==> src/supply_level_monitor_pkg.sv <==
// Constants shared by the supply level monitor register bank
package supply_level_monitor_pkg;

   // ----------------------------------------------------------------
   // Register indices (byte address is four times the index)
   // ----------------------------------------------------------------
   localparam logic [7:0] monitor_level_control_idx     = 8'h08;
   localparam logic [7:0] monitor_interrupt_control_idx = 8'h09;
   localparam logic [7:0] monitor_interrupt_flags_idx   = 8'h0a;
   localparam logic [7:0] monitor_status_idx            = 8'h0b;

   // ----------------------------------------------------------------
   // Field positions and reset values
   // ----------------------------------------------------------------
   localparam int         level_sel_lsb   = 0;
   localparam int         edge_cfg_lsb    = 1;
   localparam int         irq_enable_bit  = 0;
   localparam int         irq_flag_bit    = 0;
   localparam int         below_bit       = 0;
   localparam logic [7:0] reg_reset_value = 8'h00;

   // ----------------------------------------------------------------
   // Encodings
   // ----------------------------------------------------------------
   localparam logic [1:0] level_off     = 2'h0;
   localparam logic [1:0] level_5above  = 2'h1;
   localparam logic [1:0] level_15above = 2'h2;
   localparam logic [1:0] level_25above = 2'h3;
   localparam logic [1:0] edge_falling  = 2'h0;
   localparam logic [1:0] edge_rising   = 2'h1;
   localparam logic [1:0] edge_both     = 2'h2;

   // AHB-Lite codes
   localparam logic [1:0] htrans_nonseq = 2'h2;
   localparam logic [2:0] hsize_word    = 3'h2;

   // Bus slave phase machine
   typedef enum logic [1:0]
   {
      phase_idle = 2'b01,
      phase_data = 2'b10
   } phase_type;

endpackage

==> src/supply_level_monitor_regs.sv <==
// AHB-Lite register bank and crossing logic of the supply level monitor
// Functional notes
// RULE1: The two-bit level field turns the monitor off at zero and sets 5, 15 or 25 percent above.
// RULE2: The edge field at bits 2:1 picks falling, rising or either crossing; other codes are reserved.
// RULE3: The interrupt is enabled while enable bit zero of the interrupt control register is one.
// RULE4: The flag bit zero is set when the comparator crosses in the selected direction.
// RULE5: The flag only changes while the brown-out detector is enabled and holds otherwise.
// RULE6: All four registers reset to zero.
// RULE7: The interrupt request is high while enable and flag are both set, until the flag clears.
// RULE8: The interrupt request is withheld while the processor is halted in debug mode.
// RULE9: Writing one clears the flag, zero leaves it, and status reads one while below threshold.
//
// Chosen here: the AHB-Lite register port.
`timescale 1ns/1ps
module supply_level_monitor_regs
   import supply_level_monitor_pkg::*;
(
   // Clock and reset
   input  wire logic        sys_clk_i,
   input  wire logic        rst_b_i,
   // AHB-Lite slave
   input  wire logic        hsel_i,
   input  wire logic [31:0] haddr_i,
   input  wire logic [1:0]  htrans_i,
   input  wire logic        hwrite_i,
   input  wire logic [2:0]  hsize_i,
   input  wire logic [31:0] hwdata_i,
   input  wire logic        hready_i,
   output logic [31:0]      hrdata_o,
   output logic             hreadyout_o,
   output logic             hresp_o,
   // Analog side
   input  wire logic        supply_below_i,
   input  wire logic        brownout_enabled_i,
   input  wire logic        debug_halted_i,
   output logic [1:0]       monitor_level_sel_o,
   // Interrupt request
   output logic             monitor_irq_o
);

   // ----------------------------------------------------------------
   // State
   // ----------------------------------------------------------------
   typedef struct packed
   {
      phase_type  phase;
      logic       wr_pend;
      logic [7:0] addr_idx;
      logic [1:0] level_sel;
      logic [1:0] edge_cfg;
      logic       irq_enable;
      logic       irq_flag;
      logic       below_prev;
      logic [31:0] rdata;
      logic       irq;
      logic       ready;
      logic       resp;
   } regs_state_type;

   regs_state_type state;
   regs_state_type next_state;
   logic           below_sync;
   logic           bod_sync;
   logic           dbg_sync;
   logic           cross_hit;
   logic           monitor_on;

   level_sync u_below_sync
   (
      .sys_clk_i (sys_clk_i),
      .rst_b_i   (rst_b_i),
      .async_i   (supply_below_i),
      .sync_o    (below_sync)
   );

   level_sync u_bod_sync
   (
      .sys_clk_i (sys_clk_i),
      .rst_b_i   (rst_b_i),
      .async_i   (brownout_enabled_i),
      .sync_o    (bod_sync)
   );

   level_sync u_dbg_sync
   (
      .sys_clk_i (sys_clk_i),
      .rst_b_i   (rst_b_i),
      .async_i   (debug_halted_i),
      .sync_o    (dbg_sync)
   );

   // ----------------------------------------------------------------
   // Crossing detection
   // ----------------------------------------------------------------
   function automatic logic edge_match(input logic [1:0] cfg, input logic prev,
                                       input logic now);
      logic fell;
      logic rose;
      fell = !prev && now;
      rose = prev && !now;
      unique case (cfg)
         edge_falling: edge_match = fell;   // [RULE2]
         edge_rising:  edge_match = rose;   // [RULE2]
         edge_both:    edge_match = fell || rose;
         default:      edge_match = 1'b0;   // Reserved code triggers nothing
      endcase
   endfunction

   function automatic logic [31:0] read_mux(input regs_state_type s, input logic [7:0] idx,
                                            input logic below);
      logic [31:0] v;
      v = 32'h0000_0000;
      unique case (idx)
         monitor_level_control_idx:     v[level_sel_lsb +: 2] = s.level_sel;
         monitor_interrupt_control_idx:
         begin
            v[edge_cfg_lsb +: 2]  = s.edge_cfg;
            v[irq_enable_bit]     = s.irq_enable;
         end
         monitor_interrupt_flags_idx:   v[irq_flag_bit] = s.irq_flag;
         monitor_status_idx:            v[below_bit] = below;   // [RULE9]
         default:                       v = 32'h0000_0000;
      endcase
      return v;
   endfunction

   assign monitor_on = (state.level_sel != level_off);   // [RULE1]
   assign cross_hit  = monitor_on && edge_match(state.edge_cfg, state.below_prev, below_sync);

   // ----------------------------------------------------------------
   // Next state
   // ----------------------------------------------------------------
   always_comb
   begin
      next_state            = state;
      next_state.below_prev = monitor_on ? below_sync : 1'b0;
      if (state.phase == phase_data && state.wr_pend)
      begin
         unique case (state.addr_idx)
            monitor_level_control_idx:
               next_state.level_sel = hwdata_i[level_sel_lsb +: 2];   // [RULE1]
            monitor_interrupt_control_idx:
            begin
               next_state.edge_cfg   = hwdata_i[edge_cfg_lsb +: 2];   // [RULE2]
               next_state.irq_enable = hwdata_i[irq_enable_bit];      // [RULE3]
            end
            monitor_interrupt_flags_idx:
               if (hwdata_i[irq_flag_bit] && bod_sync)
                  next_state.irq_flag = 1'b0;                         // [RULE9]
            default:
               next_state.level_sel = state.level_sel;
         endcase
      end
      // Set wins over a clear in the same cycle
      if (cross_hit && bod_sync)
         next_state.irq_flag = 1'b1;   // [RULE4] [RULE5]
      next_state.phase   = phase_idle;
      next_state.wr_pend = 1'b0;
      next_state.ready   = 1'b1;
      next_state.resp    = 1'b0;
      if (hsel_i && hready_i && htrans_i == htrans_nonseq)
      begin
         next_state.phase    = phase_data;
         next_state.wr_pend  = hwrite_i;
         next_state.addr_idx = haddr_i[9:2];
         next_state.rdata    = read_mux(state, haddr_i[9:2], monitor_on && below_sync);
      end
      // Debug halt withholds the request without touching the flag
      next_state.irq = next_state.irq_enable && next_state.irq_flag && !dbg_sync;  // [RULE7] [RULE8]
   end

   always_ff @(posedge sys_clk_i or negedge rst_b_i)
   begin
      if (!rst_b_i)
      begin
         state            <= '0;   // [RULE6]
         state.phase      <= phase_idle;
         state.ready      <= 1'b1;
         state.level_sel  <= reg_reset_value[1:0];
         state.edge_cfg   <= reg_reset_value[2:1];
      end
      else
      begin
         state <= next_state;
      end
   end

   // ----------------------------------------------------------------
   // Outputs
   // ----------------------------------------------------------------
   // Zero wait states: ready is a flop held high, even in reset, so the bus never stalls
   assign hreadyout_o         = state.ready;
   assign hresp_o             = state.resp;
   assign hrdata_o            = state.rdata;
   assign monitor_level_sel_o = state.level_sel;
   assign monitor_irq_o       = state.irq;

   // ----------------------------------------------------------------
   // Checks
   // ----------------------------------------------------------------
   irq_gating_a: assert property (@(posedge sys_clk_i) disable iff (!rst_b_i)
      monitor_irq_o |-> state.irq_enable && state.irq_flag)   // [RULE7]
      else $error("irq without enable and flag");
   irq_debug_a: assert property (@(posedge sys_clk_i) disable iff (!rst_b_i)
      dbg_sync |=> !monitor_irq_o)   // [RULE8]
      else $error("irq during debug halt");
   flag_hold_a: assert property (@(posedge sys_clk_i) disable iff (!rst_b_i)
      !bod_sync |=> $stable(state.irq_flag))   // [RULE5]
      else $error("flag changed while detector off");
   flag_set_a: assert property (@(posedge sys_clk_i) disable iff (!rst_b_i)
      cross_hit && bod_sync |=> state.irq_flag)   // [RULE4]
      else $error("crossing did not set flag");
   flag_only_a: assert property (@(posedge sys_clk_i) disable iff (!rst_b_i)
      $rose(state.irq_flag) |-> $past(cross_hit))   // [RULE4]
      else $error("flag set without crossing");
   off_no_hit_a: assert property (@(posedge sys_clk_i) disable iff (!rst_b_i)
      state.level_sel == level_off |-> !cross_hit)   // [RULE1]
      else $error("crossing while monitor off");
   reserved_cfg_a: assert property (@(posedge sys_clk_i) disable iff (!rst_b_i)
      state.edge_cfg == 2'h3 |-> !cross_hit)   // [RULE2]
      else $error("reserved edge code triggered");
   enable_write_a: assert property (@(posedge sys_clk_i) disable iff (!rst_b_i)
      state.phase == phase_data && state.wr_pend
      && state.addr_idx == monitor_interrupt_control_idx
      |=> state.irq_enable == $past(hwdata_i[irq_enable_bit]))   // [RULE3]
      else $error("enable write lost");
   clear_zero_a: assert property (@(posedge sys_clk_i) disable iff (!rst_b_i)
      state.irq_flag && !(state.phase == phase_data && state.wr_pend) |=> state.irq_flag)  // [RULE9]
      else $error("flag cleared without write");

   irq_seen_c: cover property (@(posedge sys_clk_i) disable iff (!rst_b_i) $rose(monitor_irq_o));
   clear_seen_c: cover property (@(posedge sys_clk_i) disable iff (!rst_b_i) $fell(state.irq_flag));
   both_cfg_c: cover property (@(posedge sys_clk_i) disable iff (!rst_b_i)
      cross_hit && state.edge_cfg == edge_both);
   debug_mask_c: cover property (@(posedge sys_clk_i) disable iff (!rst_b_i)
      dbg_sync && state.irq_enable && state.irq_flag);

endmodule

==> src/level_sync.sv <==
// Two-flop synchroniser for asynchronous single-bit levels
`timescale 1ns/1ps
module level_sync
(
   // Clock and reset
   input  wire logic sys_clk_i,
   input  wire logic rst_b_i,
   // Level
   input  wire logic async_i,
   output logic      sync_o
);

   typedef struct packed
   {
      logic first;
      logic second;
   } sync_state_type;

   sync_state_type state;
   sync_state_type next_state;

   always_comb
   begin
      next_state.first  = async_i;
      next_state.second = state.first;
   end

   always_ff @(posedge sys_clk_i or negedge rst_b_i)
   begin
      if (!rst_b_i)
      begin
         state <= '0;
      end
      else
      begin
         state <= next_state;
      end
   end

   assign sync_o = state.second;

endmodule

==> config.mk <==
export PLATFORM = sky130hd
export DESIGN_NAME = supply_level_monitor_regs
export DESIGN_NICKNAME = d
export VERILOG_FILES = /design/src/supply_level_monitor_pkg.sv /design/src/supply_level_monitor_regs.sv /design/src/level_sync.sv
export SDC_FILE = /design/constraint.sdc
export NUM_CORES = 1
export LEC_CHECK = 0
export BUFFER_PORTS_ARGS = -buffer_cell sky130_fd_sc_hd__buf_2
export CAP_MARGIN = 20
export CORE_MARGIN = 2
export CORE_UTILIZATION = 30
export DETAILED_ROUTE_END_ITERATION = 12
export GPL_ROUTABILITY_DRIVEN = 0
export HOLD_SLACK_MARGIN = 0.02
export PLACE_DENSITY = 0.64
export RECOVER_POWER = 25
export SLEW_MARGIN = 30
export SYNTH_ARGS = -nofsm -noshare
export SYNTH_HDL_FRONTEND = slang
export SYNTH_SLANG_ARGS = --single-unit
==> constraint.sdc <==
create_clock -name sys_clk_i -period 4.5 [get_ports sys_clk_i]
set_clock_uncertainty 0.1 [all_clocks]
set_input_delay 0.225 -clock sys_clk_i [delete_from_list [all_inputs] [get_ports sys_clk_i]]
set_output_delay 0.225 -clock sys_clk_i [all_outputs]
set_load 0.01 [all_outputs]
; ---- Yosys cells after proc, flatten, opt, wreduce, memory -nomap -nowiden
; Cells that the tools add are included.
[word_totals]
regBits = 28
inputBits = 77
output_inout_bits = 37
wordCells = 57
[op_classes]
eq_ne = 11
n_mux = 11
reduce_logical = 19
[ops]
columns = operator, n
row1 = $eq A8 B4 Y1 const B, 7
row2 = $logic_and A1 B1 Y1, 11
row3 = $mux W11, 1
row4 = $eq A2 B2 Y1 const B, 3
row5 = $mux W1, 6
row6 = $pmux W1 S4, 1
row7 = $reduce_and A2 Y1, 2
row8 = $logic_not A1 Y1, 3
row9 = $pmux W1 S3, 1
row10 = $eq A2 B1 Y1 const B, 1
row11 = $logic_not A2 Y1, 1
row12 = $mux W2, 1
row13 = $pmux W1 S2, 1
row14 = $reduce_bool A2 Y1, 1
row15 = $logic_or A1 B1 Y1, 1

; ---- Depth between registers and ports, before layout
; Gate-level depths: netlist of the first run.
[logic_depth]
word_depth = 9
depth_mapped = 6
mapped_depth_nobuf = 6

; ---- Modules after synthesis
; From an unflattened synthesis of the first run, not the netlist that was laid out.
[hier_totals]
hier_cells = 138
area_unflattened_um2 = 1425.1
[modules_own_cells]
columns = mod, n_inst, cells_each, area_each_um2, seq_area_each_um2
row1 = supply_level_monitor_regs, 1, 132, 1275.0, 551.8
row2 = level_sync, 3, 2, 50.0, 50.0

; ---- Worst setup path before layout of the first run
; Ideal clock, no wire load.
[synth_timing]
path_kind = register -> register
from = register state[44] (netlist name)
to = register state, in the netlist monitor_level_sel_o[0]
setup_ps = 125
t_arrival_ps = 1310
required_time_ps = 4275
slack_ps = 2965
path_stages_with_launch = 5
path_buffers = 0
synth_period_minus_slack_ps = 1535
path_cell_list = dfrtp_1 > nor4b_4 > nand4_1 > nor3_2 > mux2_2
[synth_via]
elab_chain_cells = 2
[synth_lines]
columns = element, line
row1 = from (decl), supply_level_monitor_regs.sv:60  ; regs_state_type state;
row2 = from (signal assigned), supply_level_monitor_regs.sv:184  ; state <= next_state;
row3 = $eq A8 B4 Y1, supply_level_monitor_regs.sv:139  ; unique case (state.addr_idx)
row4 = $reduce_and A2 Y1 (no line), n/a
; Every way passes these cells.
; A chain may end at the register's enable or synchronous reset.

==> results by group, run 1 <==
Run status
  • Result of the run: finished clean

Logic synthesis
  • Yosys top cell by area: sky130_fd_sc_hd__dfrtp_1
  • Synth unique cells: 32
  • Synthesized-area fraction occupied by adder cells: 1.748%
  • Warnings, synthesis: 0
  • Post-synthesis share of cell area spent on and, or, nand and nor gates: 18.79%
  • Fraction of the mapped netlist area in compound gates: 4.545%
  • Post-synthesis xor/xnor area fraction: 0%
  • Cell types occupying the most area after synthesis: sky130_fd_sc_hd__dfrtp_1 47%, sky130_fd_sc_hd__buf_4 19%, sky130_fd_sc_hd__nand2_1 7.3%, sky130_fd_sc_hd__mux2_2 3.1%, sky130_fd_sc_hd__dfstp_2 1.8%
  • Post-synthesis instance area: 1431 um^2
  • Combinational family with the most area after synthesis: buffers and inverters
  • Portion of synthesized cell area occupied by the leading cell type: 47.20%
  • Syn Area/Cell: 10.15 um^2
  • Post-synthesis mux area share: 4.545%
  • Number of synthesized register bits: 28
  • Fraction of the yosys area taken by sequential cells: 49.04%
  • Instance count of the mapped netlist: 141

CTS
  • Root cell of the clock tree: sky130_fd_sc_hd__clkbuf_8
  • Deepest level of the CTS H-tree: 1
  • Post-CTS setup buffer count: 0
  • Number of buffers created by CTS: 3
  • Number of buffers on the longest clock path: 2
  • Clock transition at path regs: 100 ps
  • CTS resizes: 0
  • Count of hold-fix buffers inserted at cts: 4
  • CTS Sinks: 28
  • Clock insertion delay at the later pin of the skew report: 270 ps
  • Clock tree from TritonCTS: built

Worst setup path
  • Cell type of the slowest stage on the worst timing path: sky130_fd_sc_hd__clkbuf_1
  • Startpoint class of the critical path: input pin
  • Total buffers and inverters traversed by the critical path: 2
  • Critical path data required time: 4530 ps
  • Data arrival time of the critical path: 1830 ps
  • Classification of the worst setup path: input pin to asynchronous set/reset pin
  • List of cells traversed by the critical path: dlygate4sd3_1 > clkbuf_1
  • CP top delay family: buffers and inverters
  • First element of the critical path: rst_b_i
  • Peak fanout along the critical path: 28
  • FF-to-FF Start: state[44]
  • Largest stage delay on the critical path: 1080 ps
  • Critical path capture point type: asynchronous set/reset pin

Layout
  • Final-layout fill cell count: 480
  • Antenna diodes: 0
  • Proportion of layout cells with a drive suffix above 1: 21.69%
  • Layout-stage area growth over the synthesis result: 8.392%
  • Net count, final: 246

Timing
  • Worst slew margin relative to its limit: 0.9101%
  • Number of failing hold endpoints at the final stage: 0
  • Post-Route Setup TNS: 0 ps
  • Worst Hold Slack: 55.88 ps
  • Share of the clock period used by the worst path after layout: 39.99%
  • Transition time at the pin with the least slew margin: 1486 ps
  • Max-slew violations: 0
  • RSZ-0062 raised after global routing: no
  • # setup viols final: 0
  • Peak clock frequency supported by timing: 555.7 MHz
  • Minimum period implied by the final worst setup slack: 1800 ps

Placed design
  • Port Buf Inserts: 26
  • Post-detail-place hpwl: 1.797 mm

Floorplanning
  • Vertical die dimension: 73.08 um
  • Number of core rows: 25
  • Ports: 114
  • Floorplan die width: 73.08 um
  • Core outline area: 4661 um^2
  • Area of the die: 5340 um^2
  • Starting density of the core: 30.71%

Drt
  • Total number of vias: 881
  • DRC errors left: 0
  • Length of routed met3 wiring: 115 um
  • Post-detailed-route count of antenna-violating nets: 0
  • DRT Pass-1 Iters: 4
  • Final routed wirelength across all metal layers: 2.322 mm
  • Wl on met1: 1.114 mm
  • Detail-routed net length per standard cell: 10.55 um
  • Via count normalized by instance count: 4.005
  • WL met2: 1.092 mm
  • Uppermost layer routed: met3
  • Initial DRC Count: 56

Global routing
  • First-pass GRT wire length: 3.857 mm
  • Largest net degree at the start of global routing: 29
  • Number of global-route vias before repair: 815
  • Total routing usage reported by global routing: 9.185%
  • Remaining global-route overflow: 0
  • Number of antenna violations at the first check in global routing: 0

Min path
  • Start point of the worst hold path: haddr_i[7]
  • Worst Hold Class: input pin to flip-flop

Pwr
  • Leakage power figure: 0.8075 nW
  • Highest ir drop seen on vdd: 97.45 uV
  • PD cells: 321.8 nW/um^2

Job
  • Max Cap Viol: 0
path summary, 6_finish.rpt:
path                                                   end  slack, ps  depth (start not counted)
worst max register to register      monitor_level_sel_o[0]       2820                          4
max in group sys_clk_i              monitor_level_sel_o[0]       2820                          4
worst max-delay path            u_below_sync.next_state[0]       2700                          2
worst min-delay path                             state[47]         60                          3
worst min register to register         u_below_sync.sync_o        260                          0
min in group asynchronous                      hrdata_o[1]        730                          2
placed cells by master (no fill, tap or decap), types with 2 or more instances in the layout:
master                           n
sky130_fd_sc_hd__a211oi_1        2
sky130_fd_sc_hd__a21oi_1         2
sky130_fd_sc_hd__buf_2          24
sky130_fd_sc_hd__clkbuf_1        2
sky130_fd_sc_hd__clkbuf_8        4
sky130_fd_sc_hd__conb_1         31
sky130_fd_sc_hd__dfrtp_1        27
sky130_fd_sc_hd__dlygate4sd3_1   4
sky130_fd_sc_hd__ha_1            2
sky130_fd_sc_hd__inv_1           5
sky130_fd_sc_hd__mux2_2          4
sky130_fd_sc_hd__mux2i_1         2
sky130_fd_sc_hd__nand2_1        28
sky130_fd_sc_hd__nand2b_1        2
sky130_fd_sc_hd__nand3_1         3
sky130_fd_sc_hd__nand4_1         2
sky130_fd_sc_hd__nor2_1          3
sky130_fd_sc_hd__nor2b_1         2
sky130_fd_sc_hd__o21ai_0         3
flip-flops by register name (all words and copies together), names as in the netlist:
signal / count
hrdata_o: 3
monitor_irq_o: 1
monitor_level_sel_o: 2
state: 16
u_below_sync.next_state: 1
u_below_sync.sync_o: 1
u_bod_sync.next_state: 1
u_bod_sync.sync_o: 1
u_dbg_sync.next_state: 1
u_dbg_sync.sync_o: 1
layout make-up:
| type | count | area [um^2] | area share [%] |
|---|---|---|---|
| flip-flops and latches | 28 | 701.9 | 45.24 |
| clock buffers | 4 | 55.05 | 3.548 |
| well taps | 54 | 67.56 | 4.355 |
| multi-input cells | 99 | 540.5 | 34.84 |
| repair buffers | 30 | 167.7 | 10.81 |
| inverters | 5 | 18.77 | 1.210 |
cells by family after synthesis:
family | count (synthesis)
flip-flops | 28
buffers and inverters | 43
adder cells (fa/ha/maj) | 2
AND/OR/NAND/NOR | 50
other | 2
AO/OA/AOI/OAI | 10
multiplexers | 6
metal layers:
metal  vias to the layer above  global-route usage [%]
met2                        28                   14.31
li1                        442                       -
met4                         0                   1.852
met3                         0                   1.796
met5                         -                       0
met1                       411                   13.26
synth_stat cells:
library cell and n:
sky130_fd_sc_hd__buf_4 36, sky130_fd_sc_hd__nand2_1 28, sky130_fd_sc_hd__dfrtp_1 27, sky130_fd_sc_hd__inv_1 5
sky130_fd_sc_hd__mux2_2 4, sky130_fd_sc_hd__nand3_1 3, sky130_fd_sc_hd__nor2_1 3, sky130_fd_sc_hd__o21ai_0 3
sky130_fd_sc_hd__a211oi_1 2, sky130_fd_sc_hd__a21oi_1 2, sky130_fd_sc_hd__conb_1 2, sky130_fd_sc_hd__ha_1 2
sky130_fd_sc_hd__mux2i_1 2, sky130_fd_sc_hd__nand2b_1 2, sky130_fd_sc_hd__nand4_1 2, sky130_fd_sc_hd__nor2b_1 2
sky130_fd_sc_hd__and2_1 1, sky130_fd_sc_hd__and3b_1 1, sky130_fd_sc_hd__and4bb_2 1, sky130_fd_sc_hd__buf_2 1
sky130_fd_sc_hd__clkbuf_1 1, sky130_fd_sc_hd__dfstp_2 1, sky130_fd_sc_hd__nand3b_1 1, sky130_fd_sc_hd__nand4b_1 1
sky130_fd_sc_hd__nor3_2 1, sky130_fd_sc_hd__nor4_1 1, sky130_fd_sc_hd__nor4b_4 1, sky130_fd_sc_hd__nor4bb_1 1
sky130_fd_sc_hd__o221ai_1 1, sky130_fd_sc_hd__o31ai_1 1, sky130_fd_sc_hd__o41ai_1 1, sky130_fd_sc_hd__or2_0 1
stage by stage:
step           worst slack (ps)  cell area [um^2]  power (mW)  utilization, %  instances
3_3_place_gp               2685              1459      0.3438           31.30        212
3_5_place_dp               2690              1459      0.3463           31.30        212
5_1_grt                    2353              1551      0.5284           33.29        220
4_1_cts                    2818              1554      0.5028           33.34        220
2_1_floorplan              2965              1540      0.3424               -        170
6_report                   2700              1551      0.4993           33.29        220
power by group:
group,leakage (nW),internal (mW),switching [mW]
sequential,0.349,0.270,0.0150
clock,0.0288,0.0783,0.0778
combinational,0.430,0.0222,0.0357
worst reg2reg max path: stages (launching register included):
cell	delay (ps)
sky130_fd_sc_hd__dfrtp_1	420
sky130_fd_sc_hd__nor4b_4	330
sky130_fd_sc_hd__nand4_1	150
sky130_fd_sc_hd__nor3_2	210
sky130_fd_sc_hd__mux2_2	360
(Power assumes the default switching activity.)
==> run 2: changes to the inputs <==
==> constraint.sdc (replaced) <==
create_clock -name sys_clk_i -period 1.7 [get_ports sys_clk_i]
set_clock_uncertainty 0.1 [all_clocks]
set_input_delay 0.085 -clock sys_clk_i [delete_from_list [all_inputs] [get_ports sys_clk_i]]
set_output_delay 0.085 -clock sys_clk_i [all_outputs]
set_load 0.01 [all_outputs]
==> run 2 against run 1 <==
Compared with the run above:
- first-iteration DRC count shrank 27%
- design area grew 10%
- sequential power grew to 2.6 times the previous value
- global-route usage grew 0.21 points
- routed wire length grew 3.9%
- non-clock buffer count grew 13
- highest routed layer is now met4
==> results by group, run 2 (synthesis results as in run 1) <==
Layout
  • Max FFs per register: 16
  • Final-layout fill cell count: 478
  • Proportion of layout cells with a drive suffix above 1: 21.79%
  • Net count, final: 259
  • Most frequent standard cell in the layout excluding fill and tap cells: sky130_fd_sc_hd__conb_1
  • Post-route non-filler standard cell count: 233
  • Antenna diodes: 0
  • Layout-stage area growth over the synthesis result: 19.41%
  • Commonest cells after routing, fill and taps aside: 31 x sky130_fd_sc_hd__conb_1, 28 x sky130_fd_sc_hd__nand2_1, 27 x sky130_fd_sc_hd__dfrtp_1
  • Core utilization of the finished layout: 36.67%
  • Register name with the most flops: state

Timing
  • Worst slew margin relative to its limit: 54.20%
  • Share of the clock period used by the worst path after layout: 97.81%
  • Max-slew violations: 0
  • Transition time at the pin with the least slew margin: 687.0 ps
  • Number of failing hold endpoints at the final stage: 0
  • Peak clock frequency supported by timing: 601.4 MHz
  • # setup viols final: 0
  • Minimum period implied by the final worst setup slack: 1663 ps
  • RSZ-0062 raised after global routing: yes
  • Worst Setup Slack, final: 37.25 ps

Placed design
  • Port Buf Inserts: 26
  • Worst-case setup slack after placement: 52.73 ps
  • Post-Place Cells: 213
  • Post-detail-place hpwl: 1.764 mm

Worst setup path
  • First element of the critical path: state[44]
  • Critical path endpoint: monitor_level_sel_o[0]
  • Classification of the worst setup path: flip-flop to flip-flop
  • Capture point of the worst reg-to-reg path: monitor_level_sel_o[0]
  • Peak fanout along the critical path: 3
  • Worst reg2reg path depth: 4
  • Startpoint class of the critical path: flip-flop
  • Critical path capture point type: flip-flop
  • FF-to-FF Start: state[44]
  • Critical path data required time: 1770 ps
  • Flop-to-flop setup slack: 40 ps
  • Data arrival time of the critical path: 1730 ps

Drt
  • Detail-routed net length per standard cell: 10.35 um
  • Post-detailed-route count of antenna-violating nets: 0
  • DRC errors left: 0
  • Total number of vias: 936
  • Final routed wirelength across all metal layers: 2.412 mm
  • Initial DRC Count: 41
  • DRT Pass-1 Iters: 4
  • Via count normalized by instance count: 4.017

Global routing
  • Largest net degree at the start of global routing: 29
  • Total routing usage reported by global routing: 9.393%
  • First-pass GRT wire length: 3.843 mm
  • Number of global-route vias before repair: 907
  • Remaining global-route overflow: 0
  • Number of antenna violations at the first check in global routing: 0

CTS
  • Root cell of the clock tree: sky130_fd_sc_hd__clkbuf_8
  • Number of buffers created by CTS: 3
  • CTS Sinks: 28
  • Clock insertion delay at the later pin of the skew report: 280 ps
  • Deepest level of the CTS H-tree: 1
  • Clock transition at path regs: 100 ps
  • Clock tree from TritonCTS: built
  • Number of buffers on the longest clock path: 2

Pwr
  • Total power: 1.460 mW
  • Highest ir drop seen on vdd: 487.7 uV
  • PD cells: 854.1 nW/um^2
  • Leakage power figure: 0.8743 nW

Floorplanning
  • Starting density of the core: 30.71%
  • Ports: 114
  • Number of core rows: 25
  • Vertical die dimension: 73.08 um
  • Area of the die: 5340 um^2
  • Core outline area: 4661 um^2
  • Floorplan die width: 73.08 um

Run status
  • Result of the run: finished clean

Min path
  • Worst Hold Class: input pin to flip-flop

Job
  • Max Cap Viol: 0
-- run 2: through the flow --
step                      cell area, um^2  setup TNS [ps]  hold WS [ps]
after CTS                            1698               0         124.5
after floorplan                      1540               0        -310.6
after global placement               1466               0         34.75
after detailed placement             1466               0         40.95
final                                1709               0         123.5
after global routing                 1709          -107.0         161.5
-- run 2: where the power goes --
group          total [mW]  internal [mW]  leakage, nW  switching [mW]
sequential          0.754          0.716        0.349          0.0388
clock               0.526          0.316       0.0357           0.211
combinational       0.179         0.0785        0.490           0.101
total                1.46           1.11        0.874           0.350
-- run 2: timing repair --
| item | in CTS | in global routing |
|---|---|---|
| hold endpoints to repair | 44 | 0 |
| hold buffers | 16 | 0 |
| buffers inserted | 0 | 0 |
| setup endpoints to repair | 0 | 4 |
| resized for setup | 0 | 2 |
-- run 2: critical path, cell delays in order, from the launching register on --
cell and delay [ps]:
sky130_fd_sc_hd__dfrtp_1 420, sky130_fd_sc_hd__nor4b_4 340, sky130_fd_sc_hd__nand4_1 140, sky130_fd_sc_hd__nor3_2 200, sky130_fd_sc_hd__mux2_2 360
-- run 2: cell type report --
| class | count | area (um^2) | area share (%) |
|---|---|---|---|
| Multi-Input combinational cell | 99 | 555.5 | 32.50 |
| Clock buffer | 3 | 41.29 | 2.416 |
| Clock inverter | 1 | 30.03 | 1.757 |
| Sequential cell | 28 | 701.9 | 41.07 |
| Timing Repair Buffer | 43 | 294.0 | 17.20 |
| Tap cell | 54 | 67.56 | 3.953 |
| Inverter | 5 | 18.77 | 1.098 |
-- run 2: how the worst min path moves through the flow --
stage	startpoint	endpoint	slack (ps)	cells after the start
CTS	htrans_i[0]	hrdata_o[1]	120	3
global route	htrans_i[0]	hrdata_o[1]	160	3
global placement	rst_b_i	hrdata_o[1]	30	1
floorplan	rst_b_i	hrdata_o[0]	-310	0
detailed placement	rst_b_i	hrdata_o[1]	40	1
finish	htrans_i[0]	hrdata_o[1]	120	3
-- run 2: metal layers --
layer | part of all wire (%) | routed length, um | vias up | track usage [%]
li1 | - | - | 472 | -
met1 | 48 | 1155 | 430 | 11.63
met2 | 46 | 1108 | 29 | 15.82
met3 | 3.9 | 93 | 5 | 1.243
met4 | 2.3 | 55 | 0 | 4.938
met5 | 0 | 0 | - | 0
